## src/rsl_regs.svh

```systemverilog
// Constants of the radio serial slave: address map, reset values, state codes.
// Assumes inclusion by bare name from the package and the slave; defines only.
// How it works
// - Reset loads every config register default
// - Bytes shift most significant bit first
// - Select rising mid-byte cancels that transfer
// - Output low at once, else after crystal
// - Status byte returned for every header and write data byte
// - Status bit 7 high until crystal ready
// - Status bits 6:4 carry main state code
// - Idle code may stand for transitional states
// - Count: receive bytes on read, else free
// - Four-bit count saturates at fifteen
// - Burst address counter increments each byte, holds at 0x3F
// - Address 0x3F reaches transmit/receive FIFOs
// - 0x30-0x3D: burst status read, else strobe
`ifndef RSL_REGS_SVH
`define RSL_REGS_SVH
`define RSL_CFG_LAST     6'h2e
`define RSL_STAT_FIRST   6'h30
`define RSL_STAT_LAST    6'h3d
`define RSL_FIFO_ADDR    6'h3f
`define RSL_STB_FLUSH_RX 6'h3a
`define RSL_STB_FLUSH_TX 6'h3b
`define RSL_CFG_RST      8'h00
`define RSL_SYNC_RST     4'h8
`define RSL_ST_IDLE      3'h0
`define RSL_ST_RX        3'h1
`define RSL_ST_TX        3'h2
`define RSL_ST_FAST_TX   3'h3
`define RSL_ST_CAL       3'h4
`define RSL_ST_SETTLE    3'h5
`define RSL_ST_RX_OVF    3'h6
`define RSL_ST_TX_UNF    3'h7
`define RSL_FIFO_DEPTH   5'h10
`define RSL_CNT_MAX      4'hf
`endif

```

## src/rsl_pkg.sv

```systemverilog
// Types shared by the radio serial slave.
// Assumes rsl_regs.svh is reachable on the include path.
`include "rsl_regs.svh"
package rsl_pkg;
  typedef enum logic [2:0] {
    ST_OFF  = 3'b001,
    ST_HDR  = 3'b010,
    ST_DATA = 3'b100
  } rsl_xfer_t;

  typedef struct packed {
    logic       rw;
    logic       burst;
    logic [5:0] addr;
  } rsl_hdr_t;

  typedef struct packed {
    logic [5:0] addr;
    logic [7:0] data;
  } rsl_cfg_wr_t;

  typedef struct packed {
    logic       rdy_n;
    logic [2:0] state;
    logic [3:0] count;
  } rsl_status_t;
endpackage

```

## src/rsl_spi_slave.sv

```systemverilog
// Four-wire serial slave with status byte, config registers and data FIFOs.
// Assumes pins arrive asynchronous to clk and the radio core runs on clk.
`timescale 1ns/10ps
`default_nettype none
`include "rsl_regs.svh"

module rsl_fifo #(
  parameter int WIDTH = 8,
  parameter int DEPTH = 16
) (
  // Clock and reset
  input  wire logic                clk,
  input  wire logic                rst_n,
  // Fill side
  input  wire logic                in_valid,
  output logic                     in_ready,
  input  wire logic [WIDTH-1:0]    in_data,
  // Drain side
  output logic                     out_valid,
  input  wire logic                out_ready,
  output logic [WIDTH-1:0]         out_data,
  // Control and level
  input  wire logic                flush,
  output logic [$clog2(DEPTH):0]   level
);
  localparam int AW = $clog2(DEPTH);

  logic [WIDTH-1:0] mem_q [DEPTH];
  logic [AW-1:0]    wr_q;
  logic [AW-1:0]    rd_q;
  logic [AW:0]      cnt_q;
  logic             push;
  logic             pop;

  assign in_ready  = cnt_q != (AW+1)'(DEPTH);
  assign out_valid = cnt_q != '0;
  assign push      = in_valid & in_ready;
  assign pop       = out_valid & out_ready;
  assign out_data  = mem_q[rd_q];
  assign level     = cnt_q;

  always_ff @(posedge clk) begin
    if (push) begin
      mem_q[wr_q] <= in_data;
    end
  end

  // Flush wins over a push in the same cycle; the byte is discarded
  always_ff @(posedge clk or negedge rst_n) begin
    if (!rst_n) begin
      wr_q  <= '0;
      rd_q  <= '0;
      cnt_q <= '0;
    end else if (flush) begin
      wr_q  <= '0;
      rd_q  <= '0;
      cnt_q <= '0;
    end else begin
      wr_q  <= wr_q + AW'(push);
      rd_q  <= rd_q + AW'(pop);
      cnt_q <= cnt_q + (AW+1)'(push) - (AW+1)'(pop);
    end
  end
endmodule

module rsl_spi_slave (
  // Clock and reset
  input  wire logic               clk,
  input  wire logic               rst_n,
  // Serial pins
  input  wire logic               select_low,
  input  wire logic               sclk,
  input  wire logic               si,
  output logic                    so_o,
  output logic                    so_oe_n,
  // Radio core status
  input  wire logic               crystal_oscillator_ok,
  input  wire logic [2:0]         main_state,
  // Transmit FIFO drain
  output logic                    tx_valid,
  input  wire logic               tx_ready,
  output logic [7:0]              tx_data,
  // Receive FIFO fill
  input  wire logic               rx_valid,
  output logic                    rx_ready,
  input  wire logic [7:0]         rx_data,
  // Config writes and command strobes
  output logic                    cfg_we,
  output rsl_pkg::rsl_cfg_wr_t    cfg_wr,
  output logic                    cmd_valid,
  output logic [5:0]              cmd_addr,
  output logic                    flush_rx_strobe,
  output logic                    flush_tx_strobe
);
  localparam int NCFG = 47;

  // Synchronisers: {select_low, sclk, si, crystal ok}
  logic [3:0]            sync1_q;
  logic [3:0]            sync2_q;
  logic                  sclk_prev_q;
  logic                  sel_act;
  logic                  si_s;
  logic                  xtal_s;
  logic                  rise;
  logic                  fall;
  // Byte engine
  rsl_pkg::rsl_xfer_t    st_q;
  logic [2:0]            bits_q;
  logic [2:0]            obit_q;
  logic [6:0]            shift_q;
  logic                  byte_done;
  logic [7:0]            in_byte;
  rsl_pkg::rsl_hdr_t     hdr;
  rsl_pkg::rsl_hdr_t     cur_q;
  logic                  rw_q;
  logic                  resp_stat_q;
  logic [7:0]            rd_q;
  logic                  hdr_done;
  logic                  data_done;
  logic                  is_strobe;
  logic                  burst_cont;
  logic                  preload;
  logic [5:0]            nxt_addr;
  logic [5:0]            ld_addr;
  logic                  flush_ok;
  // Storage and FIFOs
  logic [7:0]            cfg_q [NCFG];
  logic [4:0]            tx_lvl;
  logic [4:0]            rx_lvl;
  logic [4:0]            tx_free;
  logic                  tx_push;
  logic                  tx_in_ready;
  logic                  rx_pop;
  logic                  rx_out_valid;
  logic [7:0]            rx_out_data;
  rsl_pkg::rsl_status_t  stat;
  logic [7:0]            stat_b;
  logic [7:0]            rd_val;

  function automatic logic [3:0] sat4(input logic [4:0] v);
    sat4 = (v > 5'h0f) ? `RSL_CNT_MAX : v[3:0];
  endfunction

  always_ff @(posedge clk or negedge rst_n) begin
    if (!rst_n) begin
      sync1_q     <= `RSL_SYNC_RST;
      sync2_q     <= `RSL_SYNC_RST;
      sclk_prev_q <= 1'b0;
    end else begin
      sync1_q     <= {select_low, sclk, si, crystal_oscillator_ok};
      sync2_q     <= sync1_q;
      sclk_prev_q <= sync2_q[2];
    end
  end

  assign sel_act = ~sync2_q[3];
  assign si_s    = sync2_q[1];
  assign xtal_s  = sync2_q[0];
  // Clock edges count only while selected
  assign rise    = sel_act & sync2_q[2] & ~sclk_prev_q;
  assign fall    = sel_act & ~sync2_q[2] & sclk_prev_q;

  assign byte_done = rise && bits_q == 3'h7;
  assign in_byte   = {shift_q, si_s};
  assign hdr       = rsl_pkg::rsl_hdr_t'(in_byte);
  assign is_strobe = !hdr.burst && hdr.addr >= `RSL_STAT_FIRST && hdr.addr <= `RSL_STAT_LAST;
  assign hdr_done  = st_q == rsl_pkg::ST_HDR && byte_done;
  assign data_done = st_q == rsl_pkg::ST_DATA && byte_done;
  // Status registers are single-byte reads even with the burst bit set
  assign burst_cont = cur_q.burst && !(cur_q.addr >= `RSL_STAT_FIRST && cur_q.addr <= `RSL_STAT_LAST);
  assign nxt_addr   = (cur_q.addr == `RSL_FIFO_ADDR) ? cur_q.addr : cur_q.addr + 6'h01;
  assign preload    = (hdr_done && !is_strobe && hdr.rw) || (data_done && cur_q.rw && burst_cont);
  assign ld_addr    = hdr_done ? hdr.addr : nxt_addr;
  assign flush_ok   = main_state == `RSL_ST_IDLE || main_state == `RSL_ST_RX_OVF
                      || main_state == `RSL_ST_TX_UNF;

  // Bit counters restart whenever select is high
  always_ff @(posedge clk or negedge rst_n) begin
    if (!rst_n) begin
      bits_q  <= 3'h0;
      obit_q  <= 3'h0;
      shift_q <= 7'h00;
    end else if (!sel_act) begin
      bits_q <= 3'h0;
      obit_q <= 3'h0;
    end else if (rise) begin
      bits_q  <= bits_q + 3'h1;
      shift_q <= in_byte[6:0];
      if (byte_done) begin
        obit_q <= 3'h0;
      end
    end else if (fall && bits_q != 3'h0) begin
      obit_q <= obit_q + 3'h1;
    end
  end

  always_ff @(posedge clk or negedge rst_n) begin
    if (!rst_n) begin
      st_q <= rsl_pkg::ST_OFF;
    end else begin
      unique case (st_q)
        rsl_pkg::ST_OFF: begin
          if (sel_act) begin
            st_q <= rsl_pkg::ST_HDR;
          end
        end
        rsl_pkg::ST_HDR: begin
          if (!sel_act) begin
            st_q <= rsl_pkg::ST_OFF;
          end else if (hdr_done && !is_strobe) begin
            st_q <= rsl_pkg::ST_DATA;
          end
        end
        rsl_pkg::ST_DATA: begin
          if (!sel_act) begin
            st_q <= rsl_pkg::ST_OFF;
          end else if (data_done && !burst_cont) begin
            st_q <= rsl_pkg::ST_HDR;
          end
        end
      endcase
    end
  end

  always_ff @(posedge clk or negedge rst_n) begin
    if (!rst_n) begin
      cur_q <= '0;
    end else if (hdr_done) begin
      cur_q <= hdr;
    end else if (data_done && burst_cont) begin
      cur_q.addr <= nxt_addr;
    end
  end

  // Read/write bit is known after the first rising edge, ahead of bits 3:0
  always_ff @(posedge clk or negedge rst_n) begin
    if (!rst_n) begin
      rw_q <= 1'b0;
    end else if (st_q == rsl_pkg::ST_HDR && rise && bits_q == 3'h0) begin
      rw_q <= si_s;
    end
  end

  // Reads return data; headers, strobes and writes return status
  always_ff @(posedge clk or negedge rst_n) begin
    if (!rst_n) begin
      resp_stat_q <= 1'b1;
    end else if (st_q == rsl_pkg::ST_OFF) begin
      resp_stat_q <= 1'b1;
    end else if (hdr_done) begin
      resp_stat_q <= is_strobe || !hdr.rw;
    end else if (data_done) begin
      resp_stat_q <= !(burst_cont && cur_q.rw);
    end
  end

  always_comb begin
    rd_val = 8'h00;
    if (ld_addr <= `RSL_CFG_LAST) begin
      rd_val = cfg_q[ld_addr];
    end else if (ld_addr >= `RSL_STAT_FIRST && ld_addr <= `RSL_STAT_LAST) begin
      rd_val = {5'h00, main_state};
    end else if (ld_addr == `RSL_FIFO_ADDR) begin
      rd_val = rx_out_valid ? rx_out_data : 8'h00;
    end
  end

  always_ff @(posedge clk or negedge rst_n) begin
    if (!rst_n) begin
      rd_q <= 8'h00;
    end else if (preload) begin
      rd_q <= rd_val;
    end
  end

  // Receive byte leaves the FIFO when it is staged for shifting out
  assign rx_pop  = preload && ld_addr == `RSL_FIFO_ADDR && rx_out_valid;
  // A write into a full transmit FIFO is dropped; free count already shows 0
  assign tx_push = data_done && !cur_q.rw && cur_q.addr == `RSL_FIFO_ADDR && tx_in_ready;

  always_ff @(posedge clk or negedge rst_n) begin
    if (!rst_n) begin
      for (int i = 0; i < NCFG; i++) begin
        cfg_q[i] <= `RSL_CFG_RST;
      end
    end else if (data_done && !cur_q.rw && cur_q.addr <= `RSL_CFG_LAST) begin
      cfg_q[cur_q.addr] <= in_byte;
    end
  end

  always_ff @(posedge clk or negedge rst_n) begin
    if (!rst_n) begin
      cfg_we <= 1'b0;
      cfg_wr <= '0;
    end else begin
      cfg_we <= data_done && !cur_q.rw && cur_q.addr <= `RSL_CFG_LAST;
      if (data_done) begin
        cfg_wr <= '{addr: cur_q.addr, data: in_byte};
      end
    end
  end

  // Flush strobes only act in idle, overflow or underflow
  always_ff @(posedge clk or negedge rst_n) begin
    if (!rst_n) begin
      cmd_valid       <= 1'b0;
      cmd_addr        <= 6'h00;
      flush_rx_strobe <= 1'b0;
      flush_tx_strobe <= 1'b0;
    end else begin
      cmd_valid       <= hdr_done && is_strobe;
      flush_rx_strobe <= hdr_done && is_strobe && hdr.addr == `RSL_STB_FLUSH_RX && flush_ok;
      flush_tx_strobe <= hdr_done && is_strobe && hdr.addr == `RSL_STB_FLUSH_TX && flush_ok;
      if (hdr_done && is_strobe) begin
        cmd_addr <= hdr.addr;
      end
    end
  end

  rsl_fifo #(.WIDTH(8), .DEPTH(16)) u_tx_fifo (
    .clk       (clk),
    .rst_n     (rst_n),
    .in_valid  (tx_push),
    .in_ready  (tx_in_ready),
    .in_data   (in_byte),
    .out_valid (tx_valid),
    .out_ready (tx_ready),
    .out_data  (tx_data),
    .flush     (flush_tx_strobe),
    .level     (tx_lvl)
  );

  rsl_fifo #(.WIDTH(8), .DEPTH(16)) u_rx_fifo (
    .clk       (clk),
    .rst_n     (rst_n),
    .in_valid  (rx_valid),
    .in_ready  (rx_ready),
    .in_data   (rx_data),
    .out_valid (rx_out_valid),
    .out_ready (rx_pop),
    .out_data  (rx_out_data),
    .flush     (flush_rx_strobe),
    .level     (rx_lvl)
  );

  assign tx_free    = `RSL_FIFO_DEPTH - tx_lvl;
  assign stat.rdy_n = ~xtal_s;
  // Core may hold idle through settling and calibration
  assign stat.state = main_state;
  assign stat.count = rw_q ? sat4(rx_lvl) : sat4(tx_free);
  assign stat_b     = stat;

  // Bit 7 is the live crystal flag until the header starts
  always_ff @(posedge clk or negedge rst_n) begin
    if (!rst_n) begin
      so_o    <= 1'b0;
      so_oe_n <= 1'b1;
    end else begin
      so_oe_n <= ~sel_act;
      so_o    <= sel_act && (resp_stat_q ? stat_b[3'h7 - obit_q] : rd_q[3'h7 - obit_q]);
    end
  end
endmodule
`default_nettype wire

```

## config.mk

```make
export PLATFORM = sky130hd
export DESIGN_NAME = rsl_spi_slave
export DESIGN_NICKNAME = d
export VERILOG_FILES = /design/src/rsl_pkg.sv /design/src/rsl_spi_slave.sv
export VERILOG_INCLUDE_DIRS = /design/src
export SDC_FILE = /design/constraint.sdc
export NUM_CORES = 1
export LEC_CHECK = 0
export BUFFER_PORTS_ARGS = -buffer_cell sky130_fd_sc_hd__buf_4
export CAP_MARGIN = 40
export CORE_MARGIN = 3
export CORE_UTILIZATION = 60
export DETAILED_ROUTE_END_ITERATION = 16
export MAX_ROUTING_LAYER = met4
export PLACE_DENSITY = 0.83
export SETUP_SLACK_MARGIN = 0.02
export SKIP_CTS_REPAIR_TIMING = 1
export SYNTH_ARGS = -nofsm -noshare
export SYNTH_HDL_FRONTEND = slang
export SYNTH_SLANG_ARGS = --single-unit
```

## constraint.sdc

```tcl
create_clock -name clk -period 5.15 [get_ports clk]
set_input_delay 1.03 -clock clk [delete_from_list [all_inputs] [get_ports clk]]
set_output_delay 1.03 -clock clk [all_outputs]
set_load 0.03 [all_outputs]
```

# Word-level counts from Yosys, hierarchy flattened
# Memories as Yosys holds them, arrays and structs flattened.
# Cells that the tools add are included.
[totals] input_bits=19 output_inout_bits=36 reg_bits=471 n_memories=2 mem_bits_rw=256
[mem_list] name="u_rx_fifo.mem_q" depth=16 word_bits=8 read_ports=1 rd_clocked_by_memory_dff=0 wr=1 line="rsl_spi_slave.sv:28" text="logic [WIDTH-1:0] mem_q [DEPTH];"
[mem_list] name="u_tx_fifo.mem_q" depth=16 word_bits=8 read_ports=1 rd_clocked_by_memory_dff=0 wr=1 line="rsl_spi_slave.sv:28"
[classes] bitwise_logic=14 n_mux=47 reduce_logical=54 n_eq_ne=16 n_addsub=13 n_lt_le_gt_ge=14
[ops] operator="bitwise mux 376 bit" n=1
[ops] operator="2-to-1 mux 8 bit" n=7
[ops] operator="binary-select mux 8 bit (select 6 bit)" n=1
[ops] operator="demux 8 bit (select 6 bit)" n=1
[ops] operator="2-to-1 mux 3 bit" n=11
[ops] operator="logical AND 1 bit" n=31
[ops] operator="less-or-equal comparator 6 bit, second input constant" n=5
[ops] operator="2-to-1 mux 4 bit" n=7
[ops] operator="equality test 6 bit, second input constant" n=4
[ops] operator="2-to-1 mux 6 bit" n=4
[ops] operator=">= comparator 6 bit, second input constant" n=3
[ops] operator="adder 4 x 1 -> 4 bit" n=4
[ops] operator=">= comparator 7 bit, second input constant" n=2
[ops] operator="NOT 6 -> 7 bit" n=2
[ops] operator="equality test 3 bit, second input constant" n=4
[ops] operator="adder 5 x 1 -> 5 bit" n=2
[ops] operator="> comparator 5 x 4 -> 1 bit, second input constant" n=2
[ops] operator="2-to-1 mux 1 bit" n=10
[ops] operator="2-to-1 mux 5 bit" n=2
[ops] operator="!= test 5 bit, second input constant" n=2
[ops] operator="nonzero test 5 bit" n=2
[ops] operator="subtractor 5 x 1 -> 5 bit" n=2
[ops] operator="!= test 3 x 2 -> 1 bit, second input constant" n=3
[ops] operator="one-hot mux 3 bit (3 select lines)" n=1
[ops] operator="19 further kinds" n=45

# Depth between registers and ports, before layout
[depth] word_depth=13 mapped_depth=22 mapped_depth_nobuf=19

# Cells and area by module
# From an unflattened synthesis, not the netlist that was laid out.
[hier_totals] hier_cells=2362 hier_area_um2=32346.0
[by_module_without_submodules] module="rsl_spi_slave" n_inst=1 area_each_um2=20923.8 cells_per_inst=1780
[by_module_without_submodules] module="rsl_fifo (u_rx_fifo)" n_inst=1 area_each_um2=5723.0 cells_per_inst=294
[by_module_without_submodules] module="rsl_fifo (u_tx_fifo)" n_inst=1 area_each_um2=5699.2 cells_per_inst=288

# Least setup slack after synthesis
# OpenSTA, ideal clock, no wires.
[synth_path] kind="flip-flop to flip-flop" startpoint="register cur_q[0] in the netlist's numbering" endpoint="register u_rx_fifo.cnt_q[4] (netlist: u_rx_fifo.level[4])" path_slack_ns=1.288 setup_ns=0.132 path_stages_with_launch=22 path_buffers=3 arrival_time_ns=3.730 cell_sequence="dfrtp_1 -> clkbuf_1 -> clkinv_1 -> ha_1 -> nor3_1 -> o21ai_0 -> nor3_1 -> a21o_1 -> clkbuf_1 -> buf_1 -> nor2b_1 -> ha_1 -> inv_1 -> ha_1 -> inv_1 -> fa_1 -> inv_1 -> a21oi_1 -> nor2_1 -> nor2_1 -> xor2_1 -> nor2_1"
[synth_between] elab_chain_len=11 elab_cells_between_ends=17 cone_classes="add/sub (2); order compare (2); eq/ne (2); mux (3); bitwise (1); reduce/logical (7)"
[synth_lines] item="from (decl)" line="rsl_spi_slave.sv:114" text="rsl_pkg::rsl_hdr_t cur_q;"
[synth_lines] item="from (signal assigned)" line="rsl_spi_slave.sv:229" text="cur_q <= hdr;"
[synth_lines] item="branches (longest 6 deep; another with adder 6 x 1 -> 6 bit)"
[synth_lines] item="logical AND 1 bit (no source line) (*)"
[synth_lines] item="logical AND 1 bit (*)" line="rsl_spi_slave.sv:277" text="assign rx_pop = preload && ld_addr == `RSL_FIFO_ADDR && rx_out_valid;"
[synth_lines] item="bitwise AND 1 bit (*)" line="rsl_spi_slave.sv:38" text="assign pop = out_valid & out_ready;"
[synth_lines] item="subtractor 5 x 1 -> 5 bit (*)" line="rsl_spi_slave.sv:61" text="cnt_q <= cnt_q + (AW+1)'(push) - (AW+1)'(pop);"
[synth_lines] item="2-to-1 mux 5 bit (*)" line="rsl_spi_slave.sv:54" text="end else if (flush) begin"
[synth_lines] item="to (signal assigned)" line="rsl_spi_slave.sv:61"
[synth_lines] item="to (decl)" line="rsl_spi_slave.sv:31" text="logic [AW:0] cnt_q;"
# Mark *: on every way between the ends.
# A chain may end at the register's enable or synchronous reset.

# Final worst setup path
[layout_path] startpoint="register cur_q[0] in the netlist's numbering" endpoint="register rd_q[1]"
[layout_between] elab_chain_len=8 elab_cells_between_ends=23 cone_classes="add/sub (1); order compare (5); eq/ne (2); mux (8); bitwise (1); reduce/logical (6)"
[layout_lines] item="adder 6 x 1 -> 6 bit / equality test 6 bit (equally long branches)"
[layout_lines] item="2-to-1 mux 6 bit" line="rsl_spi_slave.sv:171" text="assign nxt_addr = (cur_q.addr == `RSL_FIFO_ADDR) ? cur_q.addr : cur_q.addr + 6'h01;"
[layout_lines] item="2-to-1 mux 6 bit" line="rsl_spi_slave.sv:173" text="assign ld_addr = hdr_done ? hdr.addr : nxt_addr;"
[layout_lines] item="NOT 6 -> 7 bit (implied by the code)" line="rsl_spi_slave.sv:260" text="rd_val = cfg_q[ld_addr];"
[layout_lines] item="binary-select mux 8 bit (select 6 bit)" line="rsl_spi_slave.sv:260"
[layout_lines] item="2-to-1 mux 8 bit (implied by the code) (2 in series)" line="rsl_spi_slave.sv:260"
[layout_lines] item="2-to-1 mux 8 bit" line="rsl_spi_slave.sv:259" text="if (ld_addr <= `RSL_CFG_LAST) begin"
[layout_lines] item="to (signal assigned)" line="rsl_spi_slave.sv:272" text="rd_q <= rd_val;"
[layout_lines] item="to (decl)" line="rsl_spi_slave.sv:117" text="logic [7:0] rd_q;"
# Parallel ways exist; a longest one is shown, timed or not. The select of a mux whose other input is x is not followed.

==> results_dict.tcl <==
set metrics [dict create \
    grt_max_degree 128 \
    period_share 0.818 \
    fin_cells 3178 \
    clkSlewWorstSetupHoldPaths_ns 0.06 \
    finalSetupTns_ns 0 \
    avgViaCountPerCell 6.60 \
    ant_nets 0 \
    dpl_cell_area_um2 33300 \
    crit_type "flip-flop to flip-flop" \
    cp-end-kind "flip-flop" \
    numCtsBuffers 71 \
    io_buffers 54 \
    final.min_clock_period_ns 4.21 \
    place_congestion 1.02 \
    num_io_pins 55 \
    synthFlopType "dfrtp_1" \
    die-height_um 237 \
    cts.sinks 727 \
    hold_depth 0 \
    cts_tree "done" \
    die_w_um 237 \
    finalHoldViolations 0 \
    layout_commonest_cell "dfrtp_1" \
    yosys.area_share.adder 0.0149 \
    hold_start "sync1_q[0]" \
    clockBufferDepth 3 \
    synth_top_family_by_area "multiplexers" \
    ff2ff_path_depth 12 \
    clock.fmax_ghz 0.237 \
    die_area_um2 56300 \
    hold_end "sync2_q[0]" \
    seq_area_um2 19500 \
    grt_pass1_vias 21400 \
    r2r-start "cur_q[0]" \
    synth-edff-count 256 \
    synth-seq-cells 727 \
    syn_area_um2 32100 \
    grt_pass1_wl_um 129000 \
    relSlewSlack 0.321 \
    dpl_worst_slack_ns 1.11 \
    status "finished, final reports clean" \
    worst_slew_pin_slew_ns 1.02 \
    multi_input_comb_area_um2 11900 \
    r2r-end "rd_q[1]" \
    leakage_nw 14.7 \
    synth_cell_types 69 \
    firstDrtPassIters 8 \
    vdd_drop_max_mv 0.337 \
    antenna_found_initial 0 \
    dp.cells 3042 \
    synth-xor-area-share 0.00491 \
    syn_inst 2393 \
    slew_viol_final 0 \
    avgSynthCellArea_um2 13.4 \
    core.rowCount 84 \
    wl_per_cell_um 26.2 \
    setup_viol 0 \
    setup_ws_ns 0.939 \
    drt_first_iter_violations 2430 \
    start_kind "flip-flop" \
    hpwl_um 51900 \
    synth_compound_area_frac 0.0514 \
    holdCritPathClass "flip-flop to flip-flop" \
    layout_common_cells "dfrtp_1, mux2_2, nand2_1" \
    drcViolationCount 0 \
    synth-simple-area-share 0.0929 \
    htreeDepth 3 \
    cts-root-buf "clkbuf_16" \
    final_core_util 0.676 \
    ys_seq_area_frac 0.607 \
    worstSkewPairLatency_ns 0.62 \
    synthesis.nets 2449 \
    totalWireLength_um 83300 \
    yosys_warnings 0 \
    design_area_um2 35700 \
    drive_gt1_frac 0.290 \
    start_util 0.608 \
    path_max_fanout 86 \
    fin_nets 2488 \
    cellPowerDensity_nw_per_um2 389 \
    power.total_mw 13.9 \
    placeableCoreArea_um2 52800 \
    rrSetupSlack_ns 0.94 \
    area_growth_pct 11.1 \
    async_flop_share 0.648 \
    clock_skew_ns 0.0294 \
    vias 21000 \
    crit_arrival_ns 4.71 \
    worstPathRequired_ns 5.64 \
    grt-ovfl-total 0 \
    rsz0062_at_grt "no" \
    fillers 3513 \
    critPathLaunch "cur_q[0]" \
    maxCapViolCount 0 \
    grt_use_total 0.308 \
    hold_slack_ns 0.349 \
    muxShareOfSynthArea 0.205 \
]
layout make-up:
type | count | share of cell area
inverter | 31 | 0.00326
clock inverter | 34 | 0.00804
clock buffer | 96 | 0.0568
antenna | 1 | 0.0000702
multi-input combinational | 1484 | 0.333
tap | 688 | 0.0241
sequential | 727 | 0.547
timing repair buffer | 117 | 0.0279
sequential cells by signal, indices dropped and copies added (netlist names), 4 cells and up:
signal and count:
u_tx_fifo.level 5, u_tx_fifo.mem_q 128, cmd_addr 6, rd_q 8
cfg_q 376, u_rx_fifo.level 5, u_tx_fifo.wr_q 4, cur_q 8
u_rx_fifo.mem_q 128, cfg_wr 14, u_rx_fifo.rd_q 4, sync1_q 4
shift_q 7, u_tx_fifo.rd_q 4, sync2_q 4, u_rx_fifo.wr_q 4
worst max-delay path by stage:
stage,to,cells after the start,slack [ns]
global placement,u_rx_fifo.level[4],18,1.12
detailed placement,rd_q[1],12,1.11
global route,rd_q[3],12,0.73
finish,rd_q[1],12,0.94
CTS,rd_q[1],12,1.10
floorplan,u_rx_fifo.level[4],21,1.29
cells in the mapped netlist, types with 4 or more instances:
cell      number  share of area
a211oi_1      13         0.0030
a21o_1         4        0.00094
a21oi_1       82          0.013
a221oi_1       4         0.0011
a22oi_1        7         0.0016
a311oi_1       9         0.0025
a31o_2         4         0.0011
a31oi_1       16         0.0031
a32oi_1       14         0.0038
and3_1        15         0.0029
buf_1         19         0.0022
buf_2         38         0.0059
buf_4          4        0.00094
clkbuf_1      89          0.010
dfrtp_1      466           0.36
dfstp_2        5         0.0041
edfxtp_1     256           0.24
ha_1          35          0.014
inv_1         29         0.0034
mux2_2       361           0.13
mux2i_1       60          0.019
mux4_2        85          0.060
nand2_1      343          0.040
nand2b_1       4        0.00078
nand3_1       73          0.011
nand3b_1       6         0.0014
nand4_1        7         0.0014
nor2_1        99          0.012
nor2_2        10         0.0020
nor2b_1       21         0.0041
nor3_1        19         0.0030
nor3_2         6         0.0019
nor4_1        15         0.0029
o21ai_0       70          0.011
o22ai_1       18         0.0035
o31a_1         4         0.0011
o41ai_1        7         0.0019
or3_1         14         0.0027
xnor2_1        9         0.0025
xor2_1         9         0.0025
worst max-delay path, cell delays in order (launching register included):
cell and delay [ns]:
dfrtp_1 0.63, ha_1 0.33, nand3_2 0.13, o21ai_0 0.46
a31oi_4 0.19, buf_12 0.23, buf_4 0.38, nand2_1 0.10
and3_1 0.15, a311oi_1 0.06, nor4_1 0.63, a221oi_1 0.24
or3_1 0.36
metal layers:
metal  GRT usage  vias up  share of wire
met4       0.128        0          0.041
met5           -        -              0
met2       0.473     1246           0.47
met3      0.0580      238          0.089
li1            -     8814              -
met1       0.411    10700           0.39
cells by family after synthesis:
group	count (synthesis)
AO/OA/AOI/OAI	266
XOR/XNOR	18
adder cells (fa/ha/maj)	37
buffers and inverters	182
flip-flops	727
multiplexers	506
AND/OR/NAND/NOR	657
power breakdown:
part           leakage (nW)  internal [mW]  switching (mW)
clock                  1.14           2.97            2.23
sequential             8.79           6.31           0.322
combinational          4.75          0.775            1.25
No activity file was read; power rests on OpenSTA's default activity.
